**config.mk**
```make
export PLATFORM = sky130hd
export DESIGN_NAME = psv_status_vin
export DESIGN_NICKNAME = d
export VERILOG_FILES = /design/src/rtl/psv_pkg.sv /design/src/rtl/psv_sync_monitor.sv /design/src/rtl/psv_status_vin.sv
export VERILOG_INCLUDE_DIRS = /design/src /design/src/rtl
export SDC_FILE = /design/constraint.sdc
export NUM_CORES = 1
export LEC_CHECK = 0
export ABC_CLOCK_PERIOD_IN_PS = 3370
export BUFFER_PORTS_ARGS = -buffer_cell sky130_fd_sc_hd__buf_4
export CAP_MARGIN = 20
export CORE_MARGIN = 2
export CORE_UTILIZATION = 30
export DETAILED_ROUTE_END_ITERATION = 16
export SLEW_MARGIN = 20
export SYNTH_ARGS = -nofsm -noshare
export SYNTH_HDL_FRONTEND = slang
export SYNTH_HIERARCHICAL = 1
export SYNTH_SLANG_ARGS = --single-unit
export TNS_END_PERCENT = 30
```
**constraint.sdc**
```tcl
create_clock -name CORE_CLK_I -period 3.37 [get_ports CORE_CLK_I]
set_input_delay 0.337 -clock CORE_CLK_I [delete_from_list [all_inputs] [get_ports CORE_CLK_I]]
set_output_delay 0.337 -clock CORE_CLK_I [all_outputs]
set_load 0.01 [all_outputs]
```
**src/rtl/psv_defs.svh**
```systemverilog
// Command codes, bit positions, reset values and timing figures of the
// status and input-voltage telemetry bank.
// Assumes it is included by bare name from the design and bench files.
`ifndef PSV_DEFS_SVH
`define PSV_DEFS_SVH

// Command codes answered by this bank.
`define PSV_CMD_MISC 8'h7F
`define PSV_CMD_VENDOR 8'h80
`define PSV_CMD_VIN 8'h88

// Field positions inside the misc and vendor status bytes.
`define PSV_MISC_EARLY 0
`define PSV_VND_POR 7
`define PSV_VND_SELF 6
`define PSV_VND_ORST 3
`define PSV_VND_BACKCH 2
`define PSV_VND_SYNC 1

// Reset value of every latched status byte.
`define PSV_STAT_RST 8'h00
// Reset value of the reading register and of the read data.
`define PSV_WORD_RST 16'h0000

// Phase value that selects the loop controller's own rail reading.
`define PSV_PHASE_ALL 8'hFF

// Reading format: fixed exponent of -5 gives 1/32 V per mantissa step.
`define PSV_VIN_EXP 5'h1B
// Top of the reporting range, 24 V at 1/32 V per step.
`define PSV_VIN_MAN_MAX 11'h300
`define PSV_VIN_MAN_ZERO 11'h000

// Timing figures in their own units, and the core clock rate.
`define PSV_CLK_MHZ 25
`define PSV_VIN_REFRESH_US 1000
`define PSV_SYNC_LOSS_NS 2000

`endif

```
**src/rtl/psv_pkg.sv**
```systemverilog
// Types shared by the status and telemetry bank and its neighbours.
// Assumes psv_defs.svh is on the include path.
package psv_pkg;

    // One command from the bus protocol engine: code plus write byte.
    typedef struct packed {
        logic [7:0] code;
        logic [7:0] wdata;
    } psv_cmd_t;

    // Results of the power-on checks, each high while invalid.
    typedef struct packed {
        logic trim_bad;
        logic nvm_bad;
        logic pin_bad;
    } psv_por_chk_t;

    // Linear word: two's-complement exponent over two's-complement mantissa.
    typedef struct packed {
        logic [4:0] exp;
        logic [10:0] man;
    } psv_slin11_t;

endpackage : psv_pkg

```
**src/rtl/psv_sync_monitor.sv**
```systemverilog
// Watches the frequency-synchronisation input and flags its loss.
// Assumes the input is asynchronous to the core clock and slow enough
// to be sampled by it.
`timescale 1ns/100ps
`include "psv_defs.svh"

module psv_sync_monitor #(
    parameter int LOSS_CYCLES = 50
) (
    input wire logic clk_i,
    input wire logic rst_i,
    input wire logic sync_en_i,
    input wire logic sync_pin_i,
    output logic fault_o
);
    import psv_pkg::*;

    localparam int CW = $clog2(LOSS_CYCLES + 1);
    localparam logic [CW-1:0] LOSS_LAST = CW'(LOSS_CYCLES - 1);

    logic meta; // First synchroniser stage, read only by the second.
    logic sync_s; // Second synchroniser stage.
    logic sync_d; // Delayed copy for edge finding.
    logic [CW-1:0] gap; // Cycles since the last rising edge.
    logic lost; // Holds off repeat reports until an edge returns.

    // Two-flop synchroniser plus one stage for the edge detector.
    always_ff @(posedge clk_i) begin
        if (rst_i) begin
            meta <= 1'b0;
            sync_s <= 1'b0;
            sync_d <= 1'b0;
        end else begin
            meta <= sync_pin_i;
            sync_s <= meta;
            sync_d <= sync_s;
        end
    end

    // Count the gap between rising edges; report once per loss.
    always_ff @(posedge clk_i) begin
        if (rst_i || !sync_en_i) begin
            gap <= '0;
            lost <= 1'b0;
            fault_o <= 1'b0;
        end else if (sync_s && !sync_d) begin
            gap <= '0;
            lost <= 1'b0;
            fault_o <= 1'b0;
        end else if (gap == LOSS_LAST && !lost) begin
            // A missing edge is a fault; a single pulse is enough to latch.
            lost <= 1'b1;
            fault_o <= 1'b1;
        end else begin
            if (!lost) begin
                gap <= gap + 1'b1;
            end
            fault_o <= 1'b0;
        end
    end

endmodule : psv_sync_monitor

```
**src/rtl/psv_status_vin.sv**
```systemverilog
// Status and input-voltage telemetry bank: the misc status byte, the
// vendor fault status byte and the input-voltage reading word.
// Assumes a bus protocol engine on the same clock that hands over one
// command per pulse, and an analogue front end delivering raw mantissas.
//
// Overview of operation
// - Misc byte at 7Fh, upper seven bits zero.
// - Earliest-alert flag set when we alerted first.
// - Earliest-alert flag zero if alert cleared or late.
// - Misc summary bit is OR of misc bits.
// - Clearing misc bit clears its summary bit.
// - Vendor byte at 80h, cleared per bit or globally.
// - Bit 7 latches on any invalid power-on check.
// - Bit 6 live while self-check or followers pending.
// - Bit 3 latches on output reset event.
// - Bit 2 latches on back-channel fault.
// - Bit 1 latches on synchronisation input fault.
// - Vendor bits 5, 4 and 0 read zero.
// - Writing one clears a set bit; zero keeps.
// - Each alerting bit has a mask bit gating it.
// - Reading at 88h is exponent and mantissa word.
// - Reading refreshed each millisecond, range 0 to 24 V.
// - Write to reading flags an invalid command.
// - Phase FFh reports the loop controller's rail.
// - Phases 0 to NPH-1 report the selected device's rail; other phases read zero.
// - Followers report back-channel faults as communication faults.
`timescale 1ns/100ps
`include "psv_defs.svh"

module psv_status_vin #(
    parameter int NPH = 4,
    parameter int REFRESH_CYCLES = `PSV_VIN_REFRESH_US * `PSV_CLK_MHZ,
    parameter int SYNC_LOSS_CYCLES = `PSV_SYNC_LOSS_NS * `PSV_CLK_MHZ / 1000
) (
    input wire logic CORE_CLK_I,
    input wire logic SYS_RST_I,
    input wire logic CMD_WR_I,
    input wire logic CMD_RD_I,
    input wire psv_pkg::psv_cmd_t CMD_I,
    output logic [15:0] RD_DATA_O,
    output logic RD_VALID_O,
    input wire logic CLEAR_FAULTS_I,
    input wire logic ALERT_N_I,
    output logic ALERT_N_O,
    output logic ALERT_N_OE_O,
    input wire logic [7:0] MASK_VENDOR_I,
    input wire logic MASK_INV_CMD_I,
    input wire logic INV_CMD_CLR_I,
    input wire psv_pkg::psv_por_chk_t POR_CHK_I,
    input wire logic SELF_CHECK_BUSY_I,
    input wire logic [NPH-1:0] FOLLOWER_EXPECT_I,
    input wire logic [NPH-1:0] FOLLOWER_RESP_I,
    input wire logic OUT_RESET_EVT_I,
    input wire logic BACK_CHAN_FAULT_I,
    input wire logic IS_FOLLOWER_I,
    input wire logic SYNC_EN_I,
    input wire logic SYNC_PIN_I,
    input wire logic [7:0] PHASE_SEL_I,
    input wire logic [10:0] CTRL_VIN_MAN_I,
    input wire logic [NPH*11-1:0] PHASE_VIN_MAN_I,
    output logic MISC_SUM_O,
    output logic CML_SUM_O,
    output logic INV_CMD_FLAG_O,
    output logic COMM_FAULT_O
);
    import psv_pkg::*;

    localparam int RW = $clog2(REFRESH_CYCLES + 1);
    localparam logic [RW-1:0] REFRESH_LAST = RW'(REFRESH_CYCLES - 1);
    // Only the vendor bits that are latched take part in clearing.
    localparam logic [7:0] VND_LATCHED = (8'h01 << `PSV_VND_POR)
        | (8'h01 << `PSV_VND_ORST) | (8'h01 << `PSV_VND_BACKCH)
        | (8'h01 << `PSV_VND_SYNC);

    logic [7:0] vendor; // Latched vendor fault bits.
    logic [7:0] vendor_view; // Latched bits plus the live bit.
    logic early_flag; // We were the first on the bus to alert.
    logic inv_cmd; // Invalid command latch toward the CML byte.
    logic alert_req; // Unmasked fault present, pull the line low.
    logic alert_req_q; // Previous alert request for edge finding.
    logic alert_meta; // First stage of the alert line synchroniser.
    logic alert_low_s; // Synchronised: someone holds the line low.
    logic sync_fault; // Loss pulse from the synchronisation monitor.
    logic self_pending; // Live self-check state.
    logic [RW-1:0] tick_cnt; // Counts toward the next refresh.
    logic tick; // One-cycle refresh strobe.
    psv_slin11_t reading; // Held reading returned at 88h.
    logic [10:0] next_man; // Raw mantissa of the selected phase.
    logic [10:0] next_clamped; // Mantissa forced into the range.
    logic wr_misc; // Write to the misc byte this cycle.
    logic wr_vendor; // Write to the vendor byte this cycle.
    logic wr_vin; // Write to the read-only reading this cycle.
    logic [7:0] vendor_set; // Fault events arriving this cycle.
    logic [7:0] vendor_clr; // Bits that software clears this cycle.
    logic [7:0] rd_code; // Code of the read being answered.

    // Loss of the synchronisation input is watched in its own module.
    psv_sync_monitor #(
        .LOSS_CYCLES(SYNC_LOSS_CYCLES)
    ) u_sync_mon (
        .clk_i(CORE_CLK_I),
        .rst_i(SYS_RST_I),
        .sync_en_i(SYNC_EN_I),
        .sync_pin_i(SYNC_PIN_I),
        .fault_o(sync_fault)
    );

    // Decode of the write commands that belong to this bank.
    assign wr_misc = CMD_WR_I && (CMD_I.code == `PSV_CMD_MISC);
    assign wr_vendor = CMD_WR_I && (CMD_I.code == `PSV_CMD_VENDOR);
    assign wr_vin = CMD_WR_I && (CMD_I.code == `PSV_CMD_VIN);

    // Fault events feeding the vendor byte.
    always_comb begin
        vendor_set = `PSV_STAT_RST;
        vendor_set[`PSV_VND_POR] = |POR_CHK_I;
        vendor_set[`PSV_VND_ORST] = OUT_RESET_EVT_I;
        vendor_set[`PSV_VND_BACKCH] = BACK_CHAN_FAULT_I;
        vendor_set[`PSV_VND_SYNC] = sync_fault;
    end

    // Clear sources: global clear, or a one in the written byte.
    always_comb begin
        vendor_clr = `PSV_STAT_RST;
        if (CLEAR_FAULTS_I) begin
            vendor_clr = VND_LATCHED;
        end else if (wr_vendor) begin
            vendor_clr = CMD_I.wdata & VND_LATCHED;
        end
    end

    // Vendor latches: an event in the clearing cycle still sets the bit.
    always_ff @(posedge CORE_CLK_I) begin
        if (SYS_RST_I) begin
            vendor <= `PSV_STAT_RST;
        end else begin
            vendor <= (vendor & ~vendor_clr) | vendor_set;
        end
    end

    // The live bit is never latched; unsupported bits stay zero.
    assign self_pending = SELF_CHECK_BUSY_I
        || |(FOLLOWER_EXPECT_I & ~FOLLOWER_RESP_I);
    always_comb begin
        vendor_view = vendor & VND_LATCHED;
        vendor_view[`PSV_VND_SELF] = self_pending;
    end

    // Invalid command latch: writing a read-only word is refused.
    always_ff @(posedge CORE_CLK_I) begin
        if (SYS_RST_I) begin
            inv_cmd <= 1'b0;
        end else if (wr_vin) begin
            inv_cmd <= 1'b1;
        end else if (CLEAR_FAULTS_I || INV_CMD_CLR_I) begin
            inv_cmd <= 1'b0;
        end
    end
    assign INV_CMD_FLAG_O = inv_cmd;
    assign CML_SUM_O = inv_cmd;

    // A follower also raises a communication fault toward its CML byte.
    always_ff @(posedge CORE_CLK_I) begin
        if (SYS_RST_I) begin
            COMM_FAULT_O <= 1'b0;
        end else begin
            COMM_FAULT_O <= BACK_CHAN_FAULT_I && IS_FOLLOWER_I;
        end
    end

    // Alert request: each alerting bit is gated by its own mask bit.
    // The live bit and the earliest-alert flag never alert by themselves.
    assign alert_req = |(vendor & VND_LATCHED & ~MASK_VENDOR_I)
        || (inv_cmd && !MASK_INV_CMD_I);
    assign ALERT_N_O = 1'b0;
    assign ALERT_N_OE_O = alert_req;

    // Shared open-drain alert line, synchronised before use.
    always_ff @(posedge CORE_CLK_I) begin
        if (SYS_RST_I) begin
            alert_meta <= 1'b0;
            alert_low_s <= 1'b0;
            alert_req_q <= 1'b0;
        end else begin
            alert_meta <= !ALERT_N_I;
            alert_low_s <= alert_meta;
            alert_req_q <= alert_req;
        end
    end

    // Earliest-alert flag. Our own pull needs two cycles to show in the
    // synchronised line, so at our rising request a low line means that
    // another device pulled it first.
    always_ff @(posedge CORE_CLK_I) begin
        if (SYS_RST_I) begin
            early_flag <= 1'b0;
        end else if (alert_req && !alert_req_q) begin
            early_flag <= !alert_low_s;
        end else if (!alert_req) begin
            early_flag <= 1'b0;
        end else if (CLEAR_FAULTS_I) begin
            early_flag <= 1'b0;
        end else if (wr_misc && CMD_I.wdata[`PSV_MISC_EARLY]) begin
            early_flag <= 1'b0;
        end
    end
    // Summary follows the flag, so a clear of the flag clears it too.
    assign MISC_SUM_O = early_flag;

    // Millisecond refresh strobe.
    always_ff @(posedge CORE_CLK_I) begin
        if (SYS_RST_I) begin
            tick_cnt <= '0;
            tick <= 1'b0;
        end else if (tick_cnt == REFRESH_LAST) begin
            tick_cnt <= '0;
            tick <= 1'b1;
        end else begin
            tick_cnt <= tick_cnt + 1'b1;
            tick <= 1'b0;
        end
    end

    // Phase select: FFh picks the controller, else the selected device.
    // A phase number beyond the stack reads as zero volts.
    always_comb begin
        next_man = `PSV_VIN_MAN_ZERO;
        if (PHASE_SEL_I == `PSV_PHASE_ALL) begin
            next_man = CTRL_VIN_MAN_I;
        end else begin
            for (int p = 0; p < NPH; p++) begin
                if (PHASE_SEL_I == 8'(p)) begin
                    next_man = PHASE_VIN_MAN_I[p*11 +: 11];
                end
            end
        end
    end

    // Clamp to the reporting range; a negative reading shows as zero.
    always_comb begin
        if (next_man[10]) begin
            next_clamped = `PSV_VIN_MAN_ZERO;
        end else if (next_man > `PSV_VIN_MAN_MAX) begin
            next_clamped = `PSV_VIN_MAN_MAX;
        end else begin
            next_clamped = next_man;
        end
    end

    // The reading is held between strobes so a read never tears.
    always_ff @(posedge CORE_CLK_I) begin
        if (SYS_RST_I) begin
            reading <= `PSV_WORD_RST;
        end else if (tick) begin
            reading.exp <= `PSV_VIN_EXP;
            reading.man <= next_clamped;
        end
    end

    // Read answer one cycle after the request; other codes stay silent
    // because the neighbouring banks answer them.
    always_ff @(posedge CORE_CLK_I) begin
        if (SYS_RST_I) begin
            RD_DATA_O <= `PSV_WORD_RST;
            RD_VALID_O <= 1'b0;
            rd_code <= `PSV_STAT_RST;
        end else begin
            RD_VALID_O <= 1'b0;
            rd_code <= CMD_I.code;
            if (CMD_RD_I) begin
                unique case (CMD_I.code)
                    `PSV_CMD_MISC: begin
                        RD_DATA_O <= {15'h0000, early_flag};
                        RD_VALID_O <= 1'b1;
                    end
                    `PSV_CMD_VENDOR: begin
                        RD_DATA_O <= {8'h00, vendor_view};
                        RD_VALID_O <= 1'b1;
                    end
                    `PSV_CMD_VIN: begin
                        RD_DATA_O <= reading;
                        RD_VALID_O <= 1'b1;
                    end
                    default: begin
                        RD_DATA_O <= `PSV_WORD_RST;
                    end
                endcase
            end
        end
    end
endmodule : psv_status_vin

```
==> results.sh <==
export IMPL_die_h_um=104
export IMPL_clk_latency_ns=0.33
export IMPL_synth_top_cell_area_share_pct=39.9
export IMPL_synthArstFlopShare_pct=0
export IMPL_synth_edf_count=0
export IMPL_cts_hold_buffers=0
export IMPL_start_util_pct=30.8
export IMPL_hpwl_um=5860
export IMPL_dr_pass1_iters=4
export IMPL_min_period_ns=1.84
export IMPL_cpMostUsedCell="nand2_1"
export IMPL_tritoncts="built"
export IMPL_netlist_area_sq_um=3010
export IMPL_core_area_sq_um=9770
export IMPL_dp_cells=568
export IMPL_final_util_pct=43.2
export IMPL_ir_worst_vdd_v=0.000185
export IMPL_cellPowerDensity_nw_per_um2=383
export IMPL_grt_overflow_total=0
export IMPL_cts_resized=0
export IMPL_arrival_ns=2.04
export IMPL_vias_per_cell=4.71
export IMPL_numPortBuffers=124
export IMPL_multi_input_area_sq_um=1660
export IMPL_drive_above_1_share_pct=35.5
export IMPL_ys_ff_latch=60
export IMPL_stdcell_area_sq_um=4230
export IMPL_clockBufferDepth=2
export IMPL_drt_iter0_drc=112
export IMPL_rows=36
export IMPL_power_frac_comb_pct=11.4
export IMPL_clk_pin_slew_worst_paths_ns=0.06
export IMPL_drv_cap=0
export IMPL_fin_worst_skew_ns=0.00819
export IMPL_slew_viol_final=0
export IMPL_seqPwrFrac_pct=45.1
export IMPL_criticalPathCategory="register to register"
export IMPL_cp_max_fo=13
export IMPL_p_int_uw=1270
export IMPL_dieArea_sq_um=10800
export IMPL_drc=0
export IMPL_critPathMaxStageDelay_ns=0.54
export IMPL_synth_top_cells_by_area="dfxtp_1, mux4_2, nor2_1, nand2_1, a21oi_1"
export IMPL_layout_area_seq_sq_um=1200
export IMPL_clkPwrFrac_pct=43.5
export IMPL_cts_buffers=9
export IMPL_n_antenna_cell=0
export IMPL_cts_root_buf="clkbuf_8"
export IMPL_finalSetupViolCount=0
export IMPL_path_cells="or4b_1 > nor4_1 > nand2_1 > nand2_1 > nor2_1"
export IMPL_hold_violations=0
export IMPL_antenna_left=0
export IMPL_cp_end_kind="register"
export IMPL_antenna_found_initial=0
export IMPL_crit_family="simple AND/OR/NAND/NOR gates"
export IMPL_hold_depth=2
export IMPL_cp_required_ns=3.57
export IMPL_n_fill_cell=994
export IMPL_die_w_um=104
export IMPL_outcome="finished clean"
export IMPL_grt_pass1_wl_um=13000
export IMPL_slowest_stage="or4b_1"
export IMPL_cp_num_buf_inv=0
export IMPL_synth_ff_type="dfxtp_1"
export IMPL_worst_pin_slew_ns=0.494
export IMPL_rsz0062_at_grt="no"
export IMPL_grt_max_degree=35
export IMPL_cts_setup_buffers=0
export IMPL_switching_share_pct=21.5
export IMPL_wl_per_cell_um=13.0
export IMPL_grt_pass1_vias=2756
export IMPL_hold_path_class="primary input to register"
export IMPL_placed_area_sq_um=4010
export IMPL_ys_warnings_count=6
export IMPL_cp_start_kind="register"
export IMPL_htreeDepth=3
export IMPL_synth_area_leader_cell="dfxtp_1"
export IMPL_area_growth_pct=40.5
export IMPL_syn_inst=326
export IMPL_ys_seq_area_share_pct=39.9
export IMPL_clock_sinks=60
export IMPL_post_route_period_util_pct=54.7
export IMPL_final_nets=561
export IMPL_p_leak_uw=0.00180
export IMPL_synthTopCellsByCount="dfxtp_1, nor2_1, nand2_1"
export IMPL_ios=135
export IMPL_num_vias=2750
export IMPL_wirelength_um=7590
export IMPL_fin_setup_tns_ns=0
export IMPL_synth_most_common_cell="dfxtp_1"
export IMPL_r2r_cells=5
export IMPL_gpl_final_weighted_congestion=0.821
export IMPL_crit_cells=5
export IMPL_syn_area_per_cell_sq_um=9.23
export IMPL_fin_cells=584
export IMPL_relSlewSlack_pct=66.8
export IMPL_synth_cell_type_count=61
export IMPL_grt_usage_pct=14.6
export IMPL_fmax_mhz=543
export IMPL_switchingPower_uw=347
worst register-to-register path: cells and delay by family, from the launching register on:
| family | cells | cell delay [ns] |
|---|---|---|
| and+or+nand+nor | 5 | 1.36 |
| DFF | 1 | 0.34 |
final timing paths:
kind	from	end	slack, ns
max	tick_cnt[12]$_SDFF_PP0_	tick_cnt[7]$_SDFF_PP0_	1.53
min	ALERT_N_I	alert_meta$_SDFF_PP0_	0.16
min reg2reg	alert_meta$_SDFF_PP0_	alert_low_s$_SDFF_PP0_	0.44
max reg2reg	tick_cnt[12]$_SDFF_PP0_	tick_cnt[7]$_SDFF_PP0_	1.53
sequential cells by signal (all words and copies together), names as in the netlist, 4 cells and up:
name	flops
RD_DATA_O	11
reading	11
tick_cnt	15
u_sync_mon/gap	6
vendor	4
cell families after synthesis:
kind of cell | count (synthesis) | synth area share, %
simple gates | 137 | 24.3
compound gates | 64 | 16.1
flops | 60 | 39.9
buf+inv | 31 | 5.16
mux | 16 | 9.15
xor+xnor | 14 | 4.08
fa+ha+maj | 3 | 1.25
other cells | 1 | 0.125
metal layers:
metal | global-route usage, % | wire [um] | up-vias
li1 | - | - | 1409
met1 | 18.2 | 3520 | 1251
met2 | 23.7 | 3500 | 80
met3 | 5.20 | 463 | 10
met4 | 4.15 | 99 | 0
met5 | 0 | 0 | -
power groups by stage:
stage	logic (uW)	registers [uW]	clock network, uW
6_report	185	729	704
2_1_floorplan	74.8	743	0
4_1_cts	187	729	730
3_5_place_dp	187	745	0
3_3_place_gp	184	745	0
5_1_grt	203	730	764
placed cells by master, fill, tap and decap left out, drive strengths merged, types with 2 or more instances in the layout:
cell type,instances
ha,3
xor2,8
xnor2,6
nor2b,13
clkbuf,11
buf,124
or3,3
mux2i,5
a211oi,2
mux2,2
o21ai,8
a32o,2
nand3b,3
nand2b,3
a21oi,21
a31oi,3
and3,9
o22ai,2
a21o,2
inv,14
a22o,8
o211ai,6
nand2,29
nor3b,2
nor3,5
dfxtp,60
and2,2
nor4,4
a22oi,2
bufinv,2
mux4,9
nand4b,3
nor2,43
conb,3
nand4,5
or4b,2
nand3,7
clkinv,3
a221oi,2
per-stage QoR:
stage	total power, uW	hold slack (ns)	setup slack (ns)
detailed placement	932	0.434	1.28
floorplan	818	0.409	1.71
CTS	1650	0.139	1.49
finish	1620	0.159	1.53
global placement	929	0.418	1.30
global route	1700	0.145	1.32
layout make-up:
class | instances | share of cell area, %
multi-input combinational | 237 | 39.3
tap | 133 | 3.94
clock buffer | 11 | 3.35
sequential | 60 | 28.4
inverter | 14 | 1.24
clock inverter | 5 | 1.78
timing repair buffer | 124 | 22.0
(Power assumes the default switching activity.)
